`config.mk`:
```
export PLATFORM = sky130hd
export DESIGN_NAME = cmd_cond
export DESIGN_NICKNAME = d
export VERILOG_FILES = /design/src/core/cmd_cond_pkg.sv /design/src/core/cmd_cond.sv
export SDC_FILE = /design/constraint.sdc
export NUM_CORES = 1
export LEC_CHECK = 0
export ABC_CLOCK_PERIOD_IN_PS = 15100
export BUFFER_PORTS_ARGS = -buffer_cell sky130_fd_sc_hd__buf_2
export CORE_MARGIN = 4
export CORE_UTILIZATION = 62
export DETAILED_ROUTE_END_ITERATION = 10
export PLACE_DENSITY = 0.82
export SKIP_LAST_GASP = 1
export SYNTH_ARGS = -nofsm -noshare
export SYNTH_HDL_FRONTEND = slang
export SYNTH_SLANG_ARGS = --single-unit
```
`constraint.sdc`:
```
create_clock -name clk -period 15.1 [get_ports clk]
set_input_delay 0 -clock clk [delete_from_list [all_inputs] [get_ports clk]]
set_output_delay 0 -clock clk [all_outputs]
set_load 0.02 [all_outputs]
```
`src/core/cmd_cond_pkg.sv`:
```
// package: register map, field codes and timing constants for the block
package cmd_cond_pkg;

  // ******************************************************
  // register map (byte addresses, word aligned)
  // ******************************************************
  localparam logic [7:0] ADDR_CLR_MODE   = 8'h00;
  localparam logic [7:0] ADDR_INH_CFG    = 8'h04;
  localparam logic [7:0] ADDR_UNIT_SEL   = 8'h08;
  localparam logic [7:0] ADDR_TRQ_LIM2   = 8'h0c;
  localparam logic [7:0] ADDR_RATE_MAX   = 8'h10;
  localparam logic [7:0] ADDR_REGEN_EN   = 8'h14;
  localparam logic [7:0] ADDR_VDEV_THR   = 8'h18;
  localparam logic [7:0] ADDR_G3_TIME    = 8'h1c;
  localparam logic [7:0] ADDR_G3_SCALE   = 8'h20;
  localparam logic [7:0] ADDR_TRQ_OFS    = 8'h24;
  localparam logic [7:0] ADDR_TRQ_POS    = 8'h28;
  localparam logic [7:0] ADDR_TRQ_NEG    = 8'h2c;
  localparam logic [7:0] ADDR_ESTOP_MS   = 8'h30;
  localparam logic [7:0] ADDR_GEN_FILT   = 8'h34;
  localparam logic [7:0] ADDR_MOTOR_MAX  = 8'h38;
  localparam logic [7:0] ADDR_IRQ_STAT   = 8'h40;
  localparam logic [7:0] ADDR_IRQ_CLR    = 8'h44;
  localparam logic [7:0] ADDR_IRQ_EN     = 8'h48;
  localparam logic [7:0] ADDR_LIVE       = 8'h4c;
  localparam logic [7:0] ADDR_RATE_MEAS  = 8'h50;
  localparam logic [7:0] ADDR_ESTOP_Q    = 8'h54;
  localparam logic [7:0] ADDR_G3_GAIN    = 8'h58;
  localparam logic [7:0] ADDR_TRQ_OUT    = 8'h5c;
  localparam logic [31:0] BAD_ADDR_DATA  = 32'hdeadbeef;

  // ******************************************************
  // field codes and reset values
  // ******************************************************
  localparam logic [2:0]  CLR_OFF        = 3'h0;
  localparam logic [2:0]  CLR_LVL_RAW    = 3'h1;
  localparam logic [2:0]  CLR_LVL_FLT    = 3'h2;
  localparam logic [2:0]  CLR_EDG_RAW    = 3'h3;
  localparam logic [2:0]  CLR_EDG_FLT    = 3'h4;
  localparam logic [2:0]  INH_RATE_RAW   = 3'h4;
  localparam logic [12:0] RATE_MAX_RST   = 13'h0fa0;
  localparam logic [12:0] RATE_MAX_MIN   = 13'h00fa;
  localparam logic [10:0] G3_SCALE_MIN   = 11'h032;
  localparam logic [10:0] G3_SCALE_MAX   = 11'h3e8;
  localparam logic [10:0] G3_SCALE_RST   = 11'h064;
  localparam logic [15:0] G1_GAIN_RST    = 16'h01e0;
  localparam logic [9:0]  ESTOP_MAX      = 10'h3e8;
  localparam logic [13:0] G3_TIME_MAX    = 14'h2710;
  localparam logic [14:0] VDEV_MAX       = 15'h4e20;
  localparam logic [8:0]  TRQ_LIM_MAX    = 9'h1f4;
  localparam logic [7:0]  TRQ_PCT_MAX    = 8'h64;
  localparam logic [8:0]  MOTOR_MAX_RST  = 9'h12c;
  localparam logic [13:0] PCT_DIV        = 14'h0064;

  // interrupt status bit positions
  localparam int IRQ_RATE  = 0;
  localparam int IRQ_REGEN = 1;
  localparam int IRQ_VDEV  = 2;
  localparam int IRQ_CLR   = 3;
  localparam int IRQ_W     = 4;

  // ******************************************************
  // timing: clock is 20 MHz, 50 ns
  // ******************************************************
  localparam int CLK_HZ       = 20_000_000;
  localparam int T0_NS        = 166_000;
  localparam int T1_NS        = 333_000;
  localparam int T2_NS        = 1_000_000;
  localparam int T3_NS        = 1_666_000;
  localparam int TICK_NS      = 100_000;  // 0.1 ms gain time unit
  localparam int MS_NS        = 1_000_000;
  localparam int CLK_NS       = 1_000_000_000 / CLK_HZ;
  localparam int T0_CYC       = T0_NS / CLK_NS;
  localparam int T1_CYC       = T1_NS / CLK_NS;
  localparam int T2_CYC       = T2_NS / CLK_NS;
  localparam int T3_CYC       = T3_NS / CLK_NS;
  localparam int TICK_CYC     = TICK_NS / CLK_NS;
  localparam int MS_CYC       = MS_NS / CLK_NS;
  localparam int ESTOP_STEP   = 2;        // emergency-stop resolution, ms

  typedef enum logic [1:0] {
    G_FIRST = 2'b00,
    G_THIRD = 2'b01,
    G_SECOND = 2'b10
  } gain_state_t;

  // avalon-mm request carrier
  typedef struct packed {
    logic [7:0]  address;
    logic        read;
    logic        write;
    logic [31:0] writedata;
  } av_req_t;

endpackage : cmd_cond_pkg

```
`src/core/cmd_cond.sv`:
```
// command-pulse conditioning and protection settings, avalon-mm slave
//
// What this block does
// - clear input qualified by five-way mode
// - inhibit input honoured when the disable bit is 0
// - inhibit sampled every 0.166ms; the written rate code is not applied
// - position settings unit: command or encoder
// - regeneration limit check only when enabled
// - velocity deviation error; zero threshold disables
// - emergency-stop time rounded up to 2ms
// - third gain held for 0.1ms units
// - third gain is first gain times percent
// - signed torque offset added to command
// - direction compensation added by motion sign
// - second torque limit clamped to motor maximum
// - general filter sampling period from setting
module cmd_cond
  import cmd_cond_pkg::*;
(
  input  wire logic        clk,
  input  wire logic        reset,
  input  wire logic [7:0]  avs_address,
  input  wire logic        avs_read,
  input  wire logic        avs_write,
  input  wire logic [31:0] avs_writedata,
  output logic      [31:0] avs_readdata,
  output logic             avs_waitrequest,
  input  wire logic        pulse_in,
  input  wire logic        deviation_counter_clear_input,
  input  wire logic        pulse_inhibit_input,
  input  wire logic        regen_over_limit,
  input  wire logic [15:0] speed_deviation,
  input  wire logic        gain_switch,
  input  wire logic        moving_pos,
  input  wire logic        moving_neg,
  input  wire logic signed [9:0] torque_cmd_in,
  output logic             counter_clear,
  output logic             pulse_gate,
  output logic             unit_encoder,
  output logic             irq,
  output logic signed [9:0] torque_cmd_out,
  output logic      [15:0] pos_gain,
  output logic      [8:0]  torque_limit2
);

  // ******************************************************
  // helpers
  // ******************************************************
  // period in cycles for a 0..3 filter code; other codes mean unfiltered
  function automatic logic [15:0] filt_period(input logic [2:0] code);
    case (code)
      3'h0: filt_period = 16'(T0_CYC);
      3'h1: filt_period = 16'(T1_CYC);
      3'h2: filt_period = 16'(T2_CYC);
      3'h3: filt_period = 16'(T3_CYC);
      default: filt_period = 16'h0001;
    endcase
  endfunction : filt_period

  function automatic logic signed [9:0] sat_pct(input logic signed [11:0] v);
    if (v > $signed({4'h0, TRQ_PCT_MAX}))
      sat_pct = 10'(TRQ_PCT_MAX);
    else if (v < -$signed({4'h0, TRQ_PCT_MAX}))
      sat_pct = -10'(TRQ_PCT_MAX);
    else
      sat_pct = v[9:0];
  endfunction : sat_pct

  // ******************************************************
  // pin synchronisers
  // ******************************************************
  logic [1:0] s_pulse, s_clr, s_inh;
  logic       pulse_d;

  always_ff @(posedge clk) begin
    if (reset) begin
      s_pulse <= 2'h0;
      s_clr   <= 2'h0;
      s_inh   <= 2'h0;
      pulse_d <= 1'b0;
    end else begin
      s_pulse <= {s_pulse[0], pulse_in};
      s_clr   <= {s_clr[0], deviation_counter_clear_input};
      s_inh   <= {s_inh[0], pulse_inhibit_input};
      pulse_d <= s_pulse[1];
    end
  end

  // ******************************************************
  // configuration registers and avalon slave
  // ******************************************************
  logic [2:0]  clr_mode_reg, clr_mode_next;
  logic        inh_dis_reg, inh_dis_next;
  logic [2:0]  inh_rate_reg, inh_rate_next;   // loads code 0 at reset, never written
  logic [2:0]  inh_rate_live_reg, inh_rate_live_next;
  logic        unit_reg, unit_next;
  logic [8:0]  lim2_reg, lim2_next;
  logic [12:0] rate_max_reg, rate_max_next;
  logic        regen_en_reg, regen_en_next;
  logic [14:0] vdev_reg, vdev_next;
  logic [13:0] g3_time_reg, g3_time_next;
  logic [10:0] g3_scale_reg, g3_scale_next;
  logic signed [7:0] ofs_reg, ofs_next, cpos_reg, cpos_next;
  logic signed [7:0] cneg_reg, cneg_next;
  logic [9:0]  estop_reg, estop_next;
  logic [1:0]  gfilt_reg, gfilt_next;
  logic [8:0]  mmax_reg, mmax_next;
  logic [IRQ_W-1:0] stat_reg, stat_next, en_reg, en_next, ev;
  logic [31:0] rd_reg, rd_next;
  logic        wait_reg, wait_next;
  logic [12:0] rate_meas;
  logic [10:0] estop_q;
  logic [15:0] g3_gain;
  logic signed [9:0] trq_reg;

  // one wait state: the answer comes at the second edge of a request
  always_comb begin
    clr_mode_next = clr_mode_reg;
    inh_dis_next  = inh_dis_reg;
    inh_rate_live_next = inh_rate_live_reg;
    unit_next     = unit_reg;
    lim2_next     = lim2_reg;
    rate_max_next = rate_max_reg;
    regen_en_next = regen_en_reg;
    vdev_next     = vdev_reg;
    g3_time_next  = g3_time_reg;
    g3_scale_next = g3_scale_reg;
    ofs_next      = ofs_reg;
    cpos_next     = cpos_reg;
    cneg_next     = cneg_reg;
    estop_next    = estop_reg;
    gfilt_next    = gfilt_reg;
    mmax_next     = mmax_reg;
    en_next       = en_reg;
    rd_next       = rd_reg;
    wait_next     = 1'b1;
    // set wins over the write-one clear
    stat_next     = stat_reg;
    if ((avs_read || avs_write) && wait_reg) begin
      wait_next = 1'b0;
      rd_next   = 32'h0;
      if (avs_address == ADDR_CLR_MODE) begin
        rd_next[2:0] = clr_mode_reg;
        if (avs_write && avs_writedata[2:0] <= CLR_EDG_FLT)
          clr_mode_next = avs_writedata[2:0];
      end else if (avs_address == ADDR_INH_CFG) begin
        rd_next = {24'h0, inh_rate_live_reg, 4'h0, inh_dis_reg};
        if (avs_write) begin
          inh_dis_next = avs_writedata[0];
          if (avs_writedata[7:5] <= INH_RATE_RAW)
            inh_rate_live_next = avs_writedata[7:5];
        end
      end else if (avs_address == ADDR_UNIT_SEL) begin
        rd_next[0] = unit_reg;
        if (avs_write) unit_next = avs_writedata[0];
      end else if (avs_address == ADDR_TRQ_LIM2) begin
        rd_next[8:0] = lim2_reg;
        if (avs_write && avs_writedata[8:0] <= TRQ_LIM_MAX)
          lim2_next = avs_writedata[8:0];
      end else if (avs_address == ADDR_RATE_MAX) begin
        rd_next[12:0] = rate_max_reg;
        if (avs_write && avs_writedata[12:0] >= RATE_MAX_MIN
            && avs_writedata[12:0] <= RATE_MAX_RST)
          rate_max_next = avs_writedata[12:0];
      end else if (avs_address == ADDR_REGEN_EN) begin
        rd_next[0] = regen_en_reg;
        if (avs_write) regen_en_next = avs_writedata[0];
      end else if (avs_address == ADDR_VDEV_THR) begin
        rd_next[14:0] = vdev_reg;
        if (avs_write && avs_writedata[14:0] <= VDEV_MAX)
          vdev_next = avs_writedata[14:0];
      end else if (avs_address == ADDR_G3_TIME) begin
        rd_next[13:0] = g3_time_reg;
        if (avs_write && avs_writedata[13:0] <= G3_TIME_MAX)
          g3_time_next = avs_writedata[13:0];
      end else if (avs_address == ADDR_G3_SCALE) begin
        rd_next[10:0] = g3_scale_reg;
        if (avs_write && avs_writedata[10:0] >= G3_SCALE_MIN
            && avs_writedata[10:0] <= G3_SCALE_MAX)
          g3_scale_next = avs_writedata[10:0];
      end else if (avs_address == ADDR_TRQ_OFS) begin
        rd_next = 32'(ofs_reg);
        if (avs_write) ofs_next = 8'(sat_pct(avs_writedata[11:0]));
      end else if (avs_address == ADDR_TRQ_POS) begin
        rd_next = 32'(cpos_reg);
        if (avs_write) cpos_next = 8'(sat_pct(avs_writedata[11:0]));
      end else if (avs_address == ADDR_TRQ_NEG) begin
        rd_next = 32'(cneg_reg);
        if (avs_write) cneg_next = 8'(sat_pct(avs_writedata[11:0]));
      end else if (avs_address == ADDR_ESTOP_MS) begin
        rd_next[9:0] = estop_reg;
        if (avs_write && avs_writedata[9:0] <= ESTOP_MAX)
          estop_next = avs_writedata[9:0];
      end else if (avs_address == ADDR_GEN_FILT) begin
        rd_next[1:0] = gfilt_reg;
        if (avs_write) gfilt_next = avs_writedata[1:0];
      end else if (avs_address == ADDR_MOTOR_MAX) begin
        rd_next[8:0] = mmax_reg;
        if (avs_write && avs_writedata[8:0] <= TRQ_LIM_MAX)
          mmax_next = avs_writedata[8:0];
      end else if (avs_address == ADDR_IRQ_STAT) begin
        rd_next[IRQ_W-1:0] = stat_reg;
      end else if (avs_address == ADDR_IRQ_CLR) begin
        if (avs_write) stat_next = stat_reg & ~avs_writedata[IRQ_W-1:0];
      end else if (avs_address == ADDR_IRQ_EN) begin
        rd_next[IRQ_W-1:0] = en_reg;
        if (avs_write) en_next = avs_writedata[IRQ_W-1:0];
      end else if (avs_address == ADDR_LIVE) begin
        rd_next[3:0] = {counter_clear, pulse_gate, unit_encoder, irq};
      end else if (avs_address == ADDR_RATE_MEAS) begin
        rd_next[12:0] = rate_meas;
      end else if (avs_address == ADDR_ESTOP_Q) begin
        rd_next[10:0] = estop_q;
      end else if (avs_address == ADDR_G3_GAIN) begin
        rd_next[15:0] = g3_gain;
      end else if (avs_address == ADDR_TRQ_OUT) begin
        rd_next = 32'(trq_reg);
      end else begin
        rd_next = BAD_ADDR_DATA;
      end
    end
    stat_next = stat_next | ev;
  end

  always_ff @(posedge clk) begin
    if (reset) begin
      clr_mode_reg <= CLR_OFF;
      inh_dis_reg  <= 1'b0;
      inh_rate_live_reg <= 3'h0;
      unit_reg     <= 1'b0;
      lim2_reg     <= MOTOR_MAX_RST;
      rate_max_reg <= RATE_MAX_RST;
      regen_en_reg <= 1'b0;
      vdev_reg     <= 15'h0;
      g3_time_reg  <= 14'h0;
      g3_scale_reg <= G3_SCALE_RST;
      ofs_reg      <= 8'sh0;
      cpos_reg     <= 8'sh0;
      cneg_reg     <= 8'sh0;
      estop_reg    <= 10'h0;
      gfilt_reg    <= 2'h0;
      mmax_reg     <= MOTOR_MAX_RST;
      stat_reg     <= '0;
      en_reg       <= '0;
      rd_reg       <= 32'h0;
      wait_reg     <= 1'b1;
    end else begin
      clr_mode_reg <= clr_mode_next;
      inh_dis_reg  <= inh_dis_next;
      inh_rate_live_reg <= inh_rate_live_next;
      unit_reg     <= unit_next;
      lim2_reg     <= lim2_next;
      rate_max_reg <= rate_max_next;
      regen_en_reg <= regen_en_next;
      vdev_reg     <= vdev_next;
      g3_time_reg  <= g3_time_next;
      g3_scale_reg <= g3_scale_next;
      ofs_reg      <= ofs_next;
      cpos_reg     <= cpos_next;
      cneg_reg     <= cneg_next;
      estop_reg    <= estop_next;
      gfilt_reg    <= gfilt_next;
      mmax_reg     <= mmax_next;
      stat_reg     <= stat_next;
      en_reg       <= en_next;
      rd_reg       <= rd_next;
      wait_reg     <= wait_next;
    end
  end

  // ******************************************************
  // input qualification
  // ******************************************************
  logic [15:0] inh_cnt_reg, inh_cnt_next, clr_cnt_reg, clr_cnt_next;
  logic        inh_f_reg, inh_f_next, clr_f_reg, clr_f_next;
  logic        clr_prev_reg, clr_prev_next, clr_out_next, gate_next;
  logic        clr_lvl;

  // inhibit rate is a power-cycle setting: latched copy loads code 0 at reset and never takes the written rate
  always_ff @(posedge clk) begin
    if (reset) inh_rate_reg <= 3'h0;
    else       inh_rate_reg <= inh_rate_next;
  end
  assign inh_rate_next = inh_rate_reg;

  always_comb begin
    inh_cnt_next = inh_cnt_reg + 16'h0001;
    inh_f_next   = inh_f_reg;
    if (inh_cnt_reg + 16'h0001 >= filt_period(inh_rate_reg)) begin
      inh_cnt_next = 16'h0;
      inh_f_next   = s_inh[1];
    end
    clr_cnt_next = clr_cnt_reg + 16'h0001;
    clr_f_next   = clr_f_reg;
    if (clr_cnt_reg + 16'h0001 >= filt_period({1'b0, gfilt_reg})) begin
      clr_cnt_next = 16'h0;
      clr_f_next   = s_clr[1];
    end
    // filtered modes read the sampled copy, raw modes the synchroniser
    clr_lvl = (clr_mode_reg == CLR_LVL_FLT || clr_mode_reg == CLR_EDG_FLT)
              ? clr_f_reg : s_clr[1];
    clr_prev_next = clr_lvl;
    case (clr_mode_reg)
      CLR_LVL_RAW, CLR_LVL_FLT: clr_out_next = clr_lvl;
      CLR_EDG_RAW, CLR_EDG_FLT: clr_out_next = clr_lvl & ~clr_prev_reg;
      default:                  clr_out_next = 1'b0;
    endcase
    gate_next = inh_dis_reg | ~inh_f_reg;
  end

  always_ff @(posedge clk) begin
    if (reset) begin
      inh_cnt_reg   <= 16'h0;
      clr_cnt_reg   <= 16'h0;
      inh_f_reg     <= 1'b0;
      clr_f_reg     <= 1'b0;
      clr_prev_reg  <= 1'b0;
      counter_clear <= 1'b0;
      pulse_gate    <= 1'b1;
      unit_encoder  <= 1'b0;
    end else begin
      inh_cnt_reg   <= inh_cnt_next;
      clr_cnt_reg   <= clr_cnt_next;
      inh_f_reg     <= inh_f_next;
      clr_f_reg     <= clr_f_next;
      clr_prev_reg  <= clr_prev_next;
      counter_clear <= clr_out_next;
      pulse_gate    <= gate_next;
      unit_encoder  <= unit_reg;
    end
  end

  // ******************************************************
  // protection checks, gain and torque path
  // ******************************************************
  logic [15:0] ms_cnt_reg, ms_cnt_next, tk_cnt_reg, tk_cnt_next;
  logic [12:0] pcnt_reg, pcnt_next, meas_reg, meas_next;
  logic [13:0] g3_cnt_reg, g3_cnt_next;
  gain_state_t g_reg, g_next;
  logic [15:0] gain_next;
  logic signed [11:0] sum;
  logic [8:0]  lim_next;
  logic        ms_tick;
  logic [25:0] prod;

  assign ms_tick   = (ms_cnt_reg == 16'(MS_CYC - 1));
  assign rate_meas = meas_reg;
  // round up to the next 2 ms step
  assign estop_q   = 11'(estop_reg) + 11'(estop_reg[0]);
  assign prod      = 26'(G1_GAIN_RST) * 26'(g3_scale_reg);
  assign g3_gain   = 16'(prod / 26'(PCT_DIV));

  always_comb begin
    ms_cnt_next = ms_tick ? 16'h0 : ms_cnt_reg + 16'h0001;
    // edges per millisecond equal kilopulses per second
    pcnt_next = (ms_tick ? 13'h0 : pcnt_reg)
                + 13'(s_pulse[1] & ~pulse_d & pulse_gate);
    meas_next = ms_tick ? pcnt_reg : meas_reg;
    ev = '0;
    ev[IRQ_RATE]  = ms_tick && (pcnt_reg > rate_max_reg);
    ev[IRQ_REGEN] = regen_en_reg && regen_over_limit;
    ev[IRQ_VDEV]  = (vdev_reg != 15'h0)
                    && (speed_deviation > 16'(vdev_reg));
    ev[IRQ_CLR]   = clr_out_next & ~counter_clear;
    // three-step switching: first, third for a set time, then second
    tk_cnt_next = (tk_cnt_reg == 16'(TICK_CYC - 1)) ? 16'h0
                  : tk_cnt_reg + 16'h0001;
    g3_cnt_next = g3_cnt_reg;
    g_next      = g_reg;
    case (g_reg)
      G_FIRST: begin
        if (gain_switch) begin
          g_next      = (g3_time_reg == 14'h0) ? G_SECOND : G_THIRD;
          g3_cnt_next = g3_time_reg;
        end
      end
      G_THIRD: begin
        if (!gain_switch) g_next = G_FIRST;
        else if (tk_cnt_reg == 16'h0) begin
          g3_cnt_next = g3_cnt_reg - 14'h0001;
          if (g3_cnt_reg == 14'h0001) g_next = G_SECOND;
        end
      end
      default: if (!gain_switch) g_next = G_FIRST;
    endcase
    gain_next = (g_next == G_THIRD) ? g3_gain : G1_GAIN_RST;
    sum = 12'(torque_cmd_in) + 12'(ofs_reg);
    if (moving_pos)      sum = sum + 12'(cpos_reg);
    else if (moving_neg) sum = sum + 12'(cneg_reg);
    lim_next = (lim2_reg > mmax_reg) ? mmax_reg : lim2_reg;
  end

  always_ff @(posedge clk) begin
    if (reset) begin
      ms_cnt_reg     <= 16'h0;
      tk_cnt_reg     <= 16'h0;
      pcnt_reg       <= 13'h0;
      meas_reg       <= 13'h0;
      g3_cnt_reg     <= 14'h0;
      g_reg          <= G_FIRST;
      pos_gain       <= G1_GAIN_RST;
      trq_reg        <= 10'sh0;
      torque_limit2  <= MOTOR_MAX_RST;
      irq            <= 1'b0;
    end else begin
      ms_cnt_reg     <= ms_cnt_next;
      tk_cnt_reg     <= tk_cnt_next;
      pcnt_reg       <= pcnt_next;
      meas_reg       <= meas_next;
      g3_cnt_reg     <= g3_cnt_next;
      g_reg          <= g_next;
      pos_gain       <= gain_next;
      trq_reg        <= sum[9:0];
      torque_limit2  <= lim_next;
      irq            <= |(stat_next & en_next);
    end
  end

  assign torque_cmd_out  = trq_reg;
  assign avs_readdata    = rd_reg;
  assign avs_waitrequest = wait_reg;

endmodule : cmd_cond

```
# Word level (Yosys, flattened, before mapping)
# Index checks and enable logic that the tools add are counted.
dict set report classes {
  mux 192
  bitwise_logic 28
  magnitude_cmp 17
  eq_ne 37
  add_sub_neg 10
  n_div 1
  n_reduce_logical 47
  n_mul 1
}
# op n
set op_table {}
lappend op_table {{$mux 32} 29}
lappend op_table {{$mux 28} 19}
lappend op_table {{$mux 16} 19}
lappend op_table {{$mux 31} 8}
lappend op_table {{$mux 4} 42}
lappend op_table {{$mux 18} 9}
lappend op_table {{$mux 9} 18}
lappend op_table {{$mux 15} 8}
lappend op_table {{$add 16x1->16 const B} 4}
lappend op_table {{$eq 8x7->1 const B} 8}
lappend op_table {{$pmux 16 s4} 1}
lappend op_table {{$eq 8x6->1 const B} 7}
lappend op_table {{$mux 14} 4}
lappend op_table {{$mux 23} 2}
lappend op_table {{$mux 21} 2}
lappend op_table {{$mux 13} 3}
lappend op_table {{$mux 19} 2}
lappend op_table {{$eq 8x5->1 const B} 4}
lappend op_table {{$add 10x8->10} 3}
lappend op_table {{$mux 10} 3}
lappend op_table {{$mux 30} 1}
lappend op_table {{$mux 29} 1}
lappend op_table {{$pmux 14 s2} 1}
lappend op_table {{$div 20x7->26 const B} 1}
lappend op_table {{other kinds (74)} 134}
dict set report word_totals {
  output_inout_bits 72
  inputBits 77
  register_bits 312
  word_cells 375
}

# Logic depth before layout (Yosys ltp)
# Gate-level depths: netlist (run 1).
dict set report logic_depth {
  depth_word 116
  ltp_mapped 48
  ltp_nobuf 43
}

# Worst setup path after synthesis (run 1)
# OpenSTA, ideal clock, no wires.
dict set report synth_path {
  path_type {register -> register}
  startpoint {register g3_scale_reg[8]}
  endpoint {register rd_reg[0], in the netlist avs_readdata[0]}
  arrival_time_ps 11251
  t_required_ps 14977
  synth_period_minus_slack_ps 11374
  path_slack_ps 3726
  setup_time_ps 123
  path_buffers 4
  stages_incl_launch_ff 48
  path_cell_list {dfxtp_1 -> inv_1 -> fa_1 -> fa_1 -> inv_1 -> ha_1 -> buf_2 -> a21o_1 -> a21o_1 -> a2111oi_4 -> nor3_2 -> o41ai_1 -> a221oi_1 -> or2_1 -> buf_2 -> and3_4 -> o31ai_4 -> a21oi_2 -> [... 12 more ...] -> and4_1 -> nor3_1 -> inv_1 -> ha_1 -> inv_1 -> o311ai_2 -> o221a_4 -> or4_4 -> o2111ai_2 -> and2_1 -> buf_4 -> ha_1 -> and4b_1 -> a211o_1 -> o31ai_1 -> a2bb2oi_1 -> nor4_1 -> o21ai_1}
}
dict set report synth_via {
  elab_chain_len 63
}
# element line
set synth_rtl {}
lappend synth_rtl {{start, declared} cmd_cond.sv:102} ;# logic [10:0] g3_scale_reg, g3_scale_next;
lappend synth_rtl {{start signal, assigned} cmd_cond.sv:257} ;# g3_scale_reg <= g3_scale_next;
lappend synth_rtl {{$mul 4x11->15} cmd_cond.sv:350} ;# assign prod = 26'(G1_GAIN_RST) * 26'(g3_scale_reg);
lappend synth_rtl {{$div 20x7->26} cmd_cond.sv:351} ;# assign g3_gain = 16'(prod / 26'(PCT_DIV));
lappend synth_rtl {{$mux 16} cmd_cond.sv:214} ;# end else if (avs_address == ADDR_G3_GAIN) begin
lappend synth_rtl {{$mux 16} cmd_cond.sv:201} ;# end else if (avs_address == ADDR_IRQ_STAT) begin
lappend synth_rtl {{$mux 16} cmd_cond.sv:197} ;# end else if (avs_address == ADDR_MOTOR_MAX) begin
lappend synth_rtl {{$mux 16} cmd_cond.sv:194} ;# end else if (avs_address == ADDR_GEN_FILT) begin
lappend synth_rtl {{$mux 16} cmd_cond.sv:190} ;# end else if (avs_address == ADDR_ESTOP_MS) begin
lappend synth_rtl {{$mux 16} cmd_cond.sv:187} ;# end else if (avs_address == ADDR_TRQ_NEG) begin
lappend synth_rtl {{[... 47 more ...]} --}
lappend synth_rtl {{$mux 15} cmd_cond.sv:142} ;# if (avs_address == ADDR_CLR_MODE) begin
lappend synth_rtl {{$mux 15} cmd_cond.sv:139} ;# if ((avs_read || avs_write) && wait_reg) begin
lappend synth_rtl {{$mux 1} cmd_cond.sv:165} ;# end else if (avs_address == ADDR_REGEN_EN) begin
lappend synth_rtl {{$mux 13} cmd_cond.sv:160} ;# end else if (avs_address == ADDR_RATE_MAX) begin
lappend synth_rtl {{$mux 9} cmd_cond.sv:156} ;# end else if (avs_address == ADDR_TRQ_LIM2) begin
lappend synth_rtl {{$mux 1} cmd_cond.sv:153} ;# end else if (avs_address == ADDR_UNIT_SEL) begin
lappend synth_rtl {{$mux 32} cmd_cond.sv:146} ;# end else if (avs_address == ADDR_INH_CFG) begin
lappend synth_rtl {{$mux 3} cmd_cond.sv:142}
lappend synth_rtl {{end signal, assigned} cmd_cond.sv:266} ;# rd_reg <= rd_next;
lappend synth_rtl {{end, declared} cmd_cond.sv:109} ;# logic [31:0] rd_reg, rd_next;
# Every way passes these cells. The select of a mux whose other input is x is not followed.
# A chain may end at the register's enable or synchronous reset.

# Worst setup path in the final report (run 1)
dict set report layout_path {
  startpoint {register g3_scale_reg[0]}
  endpoint {register rd_reg[0], in the netlist avs_readdata[0]}
}
dict set report layout_via {
  elab_chain_len 63
}
# element line
set layout_rtl {}
lappend layout_rtl {{$mul 4x11->15} cmd_cond.sv:350}
lappend layout_rtl {{$div 20x7->26} cmd_cond.sv:351}
lappend layout_rtl {{$mux 16} cmd_cond.sv:214}
lappend layout_rtl {{$mux 16} cmd_cond.sv:201}
lappend layout_rtl {{$mux 16} cmd_cond.sv:197}
lappend layout_rtl {{$mux 16} cmd_cond.sv:194}
lappend layout_rtl {{$mux 16} cmd_cond.sv:190}
lappend layout_rtl {{$mux 16} cmd_cond.sv:187}
lappend layout_rtl {{[... 47 more ...]} --}
lappend layout_rtl {{$mux 15 (*)} cmd_cond.sv:142}
lappend layout_rtl {{$mux 15 (*)} cmd_cond.sv:139}
lappend layout_rtl {{$mux 1 (*)} cmd_cond.sv:165}
lappend layout_rtl {{$mux 13 (*)} cmd_cond.sv:160}
lappend layout_rtl {{$mux 9 (*)} cmd_cond.sv:156}
lappend layout_rtl {{$mux 1 (*)} cmd_cond.sv:153}
lappend layout_rtl {{$mux 32 (*)} cmd_cond.sv:146}
lappend layout_rtl {{$mux 3 (*)} cmd_cond.sv:142}
# Every way passes the cells marked *; elsewhere a longest branch is shown, timed or not. The select of a mux whose other input is x is not followed.

==> run_results.csv, run 1 <==
group,metric,value,unit
clock_tree,clock_latency,0.54,ns
finish,area_growth,10.59,%
power_and_ir_drop,powerDensity,86.60,nW/um2
sta,skew,0.02473,ns
routing,wire_per_inst,21.64,um
yosys,yosys_most_used_dff,"dfxtp_1",
global_routing,grt_pass1_wl,105900,um
routing,antenna_left,0,
worst_setup_path,crit_cells,43,
finish,seqCellArea,5906,um2
clock_tree,cts_tree,"done",
run_status,status,"finished, final reports clean",
floorplanning,fp.coreArea,32700,um2
yosys,synth_seq_cells,295,
finish,final_cells,3120,
hold_path,hold_path_depth,5,
sta,period_share,93.84,%
run,cap_viol_max_count,0,
clock_tree,clock-sinks,295,
worst_setup_path,reg2reg_to,"avs_readdata[0]",
routing,drc,0,
floorplanning,start_util,63.02,%
yosys,synth_fa_ha_area_share,9.337,%
yosys,synth_seq_area_share,28.65,%
sta,fin_crit,14.17,ns
yosys,synth_compound_area_share,23.11,%
sta,hold_viol,0,
worst_setup_path,cp-startpoint,"g3_scale_reg[0]",
yosys,synth_edf_count,0,
worst_setup_path,critPathLaunchType,"flop",
worst_setup_path,cp_slowest_stage_delay,0.81,ns
sta,slew_headroom,7.674,%
routing,viasPerCell,6.629,
placed_design,io_buffers,129,
routing,totalWireLength,67530,um
worst_setup_path,cp.required,15.50,ns
worst_setup_path,worst-r2r-setup-slack,0.93,ns
placed_design,post-place-cells,3034,
yosys,synth_top_family_by_area,"simple AND/OR/NAND/NOR gates",
worst_setup_path,cpLargestDelayFamily,"compound AO/OA/AOI/OAI gates",
floorplanning,ioPinCount,149,
worst_setup_path,crit_fanout,12,
global_routing,antenna_found_initial,3,
clock_tree,cts_buffers,34,
worst_setup_path,r2r-start,"g3_scale_reg[0]",
global_routing,grt_usage,36.01,%
yosys,synth-xor-area-share,4.802,%
hold_path,hp-class,"input pin to flop",
floorplanning,die_y,190.3,um
worst_setup_path,arrival,14.57,ns
yosys,synthDistinctLibCells,120,
clock_tree,cts.clk_slew.worst_paths,0.06,ns
worst_setup_path,crit_type,"flop to flop",
global_routing,grt.overflow.total,0,
finish,fin_nets,2868,
finish,largest_reg_flops,17,
worst_setup_path,cp_slowest_cell,"dfxtp_1",
floorplanning,row_count,66,
yosys,syn_inst,2578,
global_routing,grt_max_degree,110,
routing,drt_pass1_iterations,8,
sta,fmax,0.07057,GHz
placed_design,hpwl,49540,um
sta,finalMaxSlewViolations,0,
clock_tree,htreeDepth,2,
global_routing,grt_pass1_vias,19640,
placed_design,routabilityCongestion,1.003,
sta,fin_hold_ws,0.03485,ns
clock_tree,clockRootBuffer,"clkbuf_16",
finish,fillers,2627,
yosys,yosys_warnings,0,
finish,fin_util,69.70,%
finish,multiInputGateArea,13720,um2
worst_setup_path,worstSetupEndpointType,"flop",
power_and_ir_drop,ir_drop,0.08043,mV
yosys,synth-simple-area-share,23.14,%
clock_tree,clockBufferDepth,3,
floorplanning,fp.dieArea,36220,um2
yosys,ys_async_sr_fraction,0,%
finish,layout-drive-gt1-share,10.65,%
sta,rsz0062_at_grt,"no",
worst_setup_path,r2r_cells,43,
yosys,syn_area_per_cell,7.994,um2
power_and_ir_drop,p_leak,9.538,nW
clock_tree,post-cts-setup-buffers,0,
sta,worst_pin_slew,1.350,ns
yosys,netlist_area,20610,um2
worst_setup_path,cp-endpoint,"avs_readdata[0]",
sta,finalSetupViolCount,0,
yosys,synth_mux_area_share,5.956,%
sta,tns,0,ns
floorplanning,fp.dieW,190.3,um
worst_setup_path,cp_num_buf_inv,4,
routing,drtIter0Drc,2256,
routing,vias,20680,
power breakdown:
group	switching, mW	internal, mW
Combinational	0.198	0.104
Sequential	0.0122	0.790
Clock	0.341	0.528
Total	0.551	1.42
stage by stage:
stage | worst slack, ns | power, mW | cell area [um2]
floorplan | 3.726 | 1.028 | 20630
finish | 0.9296 | 1.974 | 22790
global placement | 1.561 | 1.098 | 21350
global route | 0.08392 | 2.034 | 22790
detailed placement | 1.153 | 1.106 | 21350
CTS | 1.146 | 1.968 | 22780
kinds of logic after synthesis:
family                   after synthesis
multiplexers                         119
buffers and inverters                246
AND/OR/NAND/NOR                      992
AO/OA/AOI/OAI                        671
adder cells (fa/ha/maj)              141
other                                  1
XOR/XNOR                             113
flip-flops                           295
worst register-to-register path, delay by kind of cell, from the launching register on:
kind                       cells  cell delay [ns]
buffers and inverters          4             0.61
DFF                            1             0.81
adders and majority gates      5             1.98
muxes                          2             0.80
and+or+nand+nor               12             4.03
AOI/OAI and AO/OA             20             5.80
Yosys cell counts, drive strengths merged (20+ instances only):
library cell / count / area [um2]
a211oi: 57 / 485.5
a21o: 30 / 225.2
a21oi: 188 / 970.9
a22oi: 23 / 191.4
a31oi: 22 / 143.9
and2: 27 / 171.4
and3: 37 / 236.5
buf: 41 / 256.5
clkbuf: 93 / 350.3
dfxtp: 295 / 5906
fa: 22 / 440.4
ha: 117 / 1464
inv: 111 / 416.7
mux2i: 113 / 1160
nand2: 219 / 827.0
nand2b: 25 / 156.4
nand3: 83 / 420.4
nand4: 26 / 162.7
nor2: 356 / 1346
nor2b: 54 / 337.8
nor3: 53 / 285.3
nor4: 35 / 255.2
o211ai: 39 / 307.8
o21ai: 99 / 503.0
o22ai: 26 / 162.7
o31ai: 20 / 178.9
or3: 27 / 168.9
xnor2: 65 / 569.3
xor2: 48 / 420.4
repair_timing:
action / CTS / global route
hold buffers: 24 / 0
hold endpoints to repair: 77 / 0
setup endpoints to repair: 0 / 1
gates resized for setup: 0 / 1
worst min path at each step:
stage                     slack (ns)                          start           endpoint
after floorplan                 0.13  deviation_counter_clear_input           s_clr[0]
after global placement          0.21            pulse_inhibit_input           s_inh[0]
after detailed placement        0.22  deviation_counter_clear_input           s_clr[0]
after CTS                       0.03               torque_cmd_in[9]  torque_cmd_out[9]
after global routing            0.07               torque_cmd_in[0]  torque_cmd_out[0]
final                           0.03               torque_cmd_in[9]  torque_cmd_out[9]
cell usage in the layout, fill, tap and decap left out, types with 27 or more instances in the layout:
cell type / instances
nor4_1: 30
nor2b_1: 54
a21o_1: 30
and3_1: 36
xnor2_1: 65
nand2_1: 217
nand3_1: 82
ha_1: 117
dfxtp_1: 295
buf_2: 128
nor3_1: 49
a211oi_1: 47
inv_1: 111
a21oi_1: 181
or3_1: 27
o21ai_0: 89
clkbuf_16: 35
nor2_1: 354
o211ai_1: 36
xor2_1: 47
mux2i_1: 110
final cells by class:
cell class,instances,area share [%]
inverter,112,1.844
clock inverter,10,0.6807
sequential,295,25.91
multi-input combinational,2042,60.21
timing repair buffer,167,4.375
antenna,1,0.01098
tap,442,2.426
clock buffer,51,4.545
layer usage:
metal  global-route usage, %  wire length (um)  vias to the layer above
met1                   48.10             27140                     9815
li1                        -                 -                     9477
met5                       0                13                        -
met2                   58.21             30640                     1166
met4                   16.41              3485                        2
met3                   4.870              6247                      224
Note: power is estimated with default switching activity, not from simulation.
==> run 2: changes to the inputs <==
--- a/config.mk
+++ b/config.mk
@@ -6,11 +6,11 @@
 export NUM_CORES = 1
 export LEC_CHECK = 0
 export ABC_CLOCK_PERIOD_IN_PS = 15100
-export BUFFER_PORTS_ARGS = -buffer_cell sky130_fd_sc_hd__buf_2
 export CORE_MARGIN = 4
-export CORE_UTILIZATION = 62
+export CORE_UTILIZATION = 65
 export DETAILED_ROUTE_END_ITERATION = 10
-export PLACE_DENSITY = 0.82
+export DONT_BUFFER_PORTS = 1
+export PLACE_DENSITY = 0.81
 export SKIP_LAST_GASP = 1
 export SYNTH_ARGS = -nofsm -noshare
 export SYNTH_HDL_FRONTEND = slang
==> constraint.sdc (replaced) <==
create_clock -name clk -period 15.1 [get_ports clk]
set_input_delay 0 -clock clk [delete_from_list [all_inputs] [get_ports clk]]
set_output_delay 0 -clock clk [all_outputs]
set_load 0.1 [all_outputs]
==> run 2 against run 1 <==
  * The run now ends with negative hold slack left
  * Via count decreased by 3.2%
  * Sequential power is 6.0% higher
  * Die area is 4.4% lower
  * Maximum frequency increased by 1.2%
  * Critical path depth stayed put
  * Non-clock buffer count shrank 108
  * Sequential share of layout area rose by 0.64 points
  * First-iteration DRC count shrank 3.9%
  * Global-route usage rose by 1.8 points
  * Largest power group unchanged
==> run_results.csv, run 2 (synthesized netlist as in run 1, its figures left out) <==
group,metric,value,unit
clock_tree,cts_tree,"done",
sta,skew,0.03586,ns
global_routing,grt_max_degree,189,
finish,fin_nets,2760,
worst_setup_path,arrival,14.38,ns
run,cap_viol_max_count,0,
finish,area_growth,8.068,%
floorplanning,row_count,64,
sta,hold_viol,8,
run_status,violations,"negative hold slack",
power_and_ir_drop,powerDensity,90.29,nW/um2
power_and_ir_drop,combPwrFrac,14.8,%
worst_setup_path,cp.required,15.48,ns
sta,fmax,0.07139,GHz
worst_setup_path,worst-r2r-setup-slack,1.09,ns
global_routing,grt_usage,37.79,%
routing,drtIter0Drc,2168,
routing,drc,0,
power_and_ir_drop,seq_power_share,42.3,%
finish,antennaDiodeCount,0,
sta,period_share,92.77,%
finish,final_cells,2962,
power_and_ir_drop,p_leak,9.076,nW
power_and_ir_drop,pwr-share-clk,42.9,%
floorplanning,ioPinCount,149,
sta,finalSetupViolCount,0,
worst_setup_path,worstSetupEndpointType,"flop",
finish,design_area,22270,um2
sta,fin_hold_ws,-0.03266,ns
power_and_ir_drop,total_power,2.011,mW
routing,viasPerCell,6.757,
routing,drt_pass1_iterations,8,
placed_design,hpwl,48310,um
sta,finalMaxSlewViolations,0,
floorplanning,die_y,186.1,um
placed_design,routabilityCongestion,1.045,
finish,multiInputGateArea,13720,um2
finish,layout-drive-gt1-share,6.352,%
placed_design,io_buffers,0,
floorplanning,start_util,66.68,%
power_and_ir_drop,sw_frac_of_total,29.45,%
sta,fin_crit,14.01,ns
worst_setup_path,cp_slowest_cell,"nor4_1",
hold_path,min_to,"ms_cnt_reg[2]",
floorplanning,fp.dieArea,34620,um2
placed_design,postPlaceCellArea,20730,um2
global_routing,antenna_found_initial,1,
routing,wire_per_inst,22.52,um
power_and_ir_drop,ir_drop,0.1383,mV
worst_setup_path,crit_fanout,15,
routing,totalWireLength,66690,um
clock_tree,cts_buffers,34,
routing,antenna_left,0,
hold_path,hold_path_depth,2,
worst_setup_path,r2r-start,"g3_scale_reg[0]",
sta,tns,0,ns
worst_setup_path,cp_common_cell,"ha_1",
sta,worst_pin_slew,1.272,ns
clock_tree,post-cts-setup-buffers,0,
global_routing,grt_pass1_wl,104500,um
power_and_ir_drop,power.switching,0.5923,mW
finish,largest_reg_flops,17,
global_routing,grt.overflow.total,0,
floorplanning,fp.dieW,186.1,um
worst_setup_path,cp_slowest_stage_delay,0.75,ns
finish,layout_common_cells,"nor2_1 (354), dfxtp_1 (293), nand2_1 (217)",
worst_setup_path,r2r_cells,43,
clock_tree,clockBufferDepth,3,
finish,seqCellArea,5913,um2
clock_tree,clockRootBuffer,"clkbuf_16",
hold_path,min_from,"reset",
power_and_ir_drop,p_int,1.419,mW
clock_tree,clock-sinks,295,
worst_setup_path,critPathLaunchType,"flop",
sta,rsz0062_at_grt,"no",
clock_tree,htreeDepth,2,
placed_design,place_ws,1.471,ns
sta,slew_headroom,13.04,%
sta,setup_ws,1.092,ns
run_status,status,"finished, violations left",
finish,fin_util,72.06,%
placed_design,post-place-cells,2867,
hold_path,hp-class,"input pin to flop",
worst_setup_path,reg2reg_to,"avs_readdata[0]",
worst_setup_path,crit_type,"flop to flop",
routing,vias,20010,
clock_tree,clock_latency,0.54,ns
clock_tree,cts.clk_slew.worst_paths,0.06,ns
finish,fillers,2483,
global_routing,grt_pass1_vias,19250,
finish,final_common_cell,"nor2_1",
floorplanning,fp.coreArea,30910,um2
==> run 2: layer usage <==
metal | routed length, um | global-route usage, %
met5 | 13 | 0
met4 | 3491 | 15.91
met3 | 7087 | 9.185
met2 | 30160 | 61.66
met1 | 25930 | 47.94
==> run 2: worst max path at each step <==
stage               cells after the start         endpoint  slack, ns             from
floorplan                              47  avs_readdata[0]       3.73  g3_scale_reg[8]
global placement                       43  avs_readdata[0]       1.73  g3_scale_reg[1]
detailed placement                     43  avs_readdata[0]       1.47  g3_scale_reg[0]
CTS                                    43  avs_readdata[1]       1.44  g3_scale_reg[0]
global route                           43  avs_readdata[0]       0.20  g3_scale_reg[0]
finish                                 43  avs_readdata[0]       1.09  g3_scale_reg[0]
==> run 2: timing repair <==
action / in CTS / in global routing
hold endpoints to repair: 217 / 0
hold buffers: 37 / 0
gates resized for setup: 0 / 0
==> run 2: worst max-delay path, delay by kind of cell (launching register included) <==
family / cells / cell delay (ns)
buf+inv: 4 / 0.62
flops: 1 / 0.50
fa+ha+maj: 6 / 2.11
compound gates: 22 / 6.25
xor+xnor: 1 / 0.68
mux: 1 / 0.40
simple gates: 9 / 3.29
==> run 2: power by group through the flow <==
stage	clock network, mW	logic [mW]	registers [mW]
after floorplan	0	0.226	0.859
after global placement	0	0.254	0.866
after detailed placement	0	0.263	0.866
after CTS	0.865	0.290	0.849
after global routing	0.899	0.319	0.850
final	0.863	0.298	0.850
==> run 2: layout make-up <==
class | count | share of cell area [%]
Clock buffer | 45 | 4.281
Clock inverter | 13 | 0.9044
Inverter | 112 | 1.888
Multi-Input combinational cell | 2042 | 61.58
Sequential cell | 295 | 26.55
Tap cell | 396 | 2.225
Timing Repair Buffer | 59 | 2.573
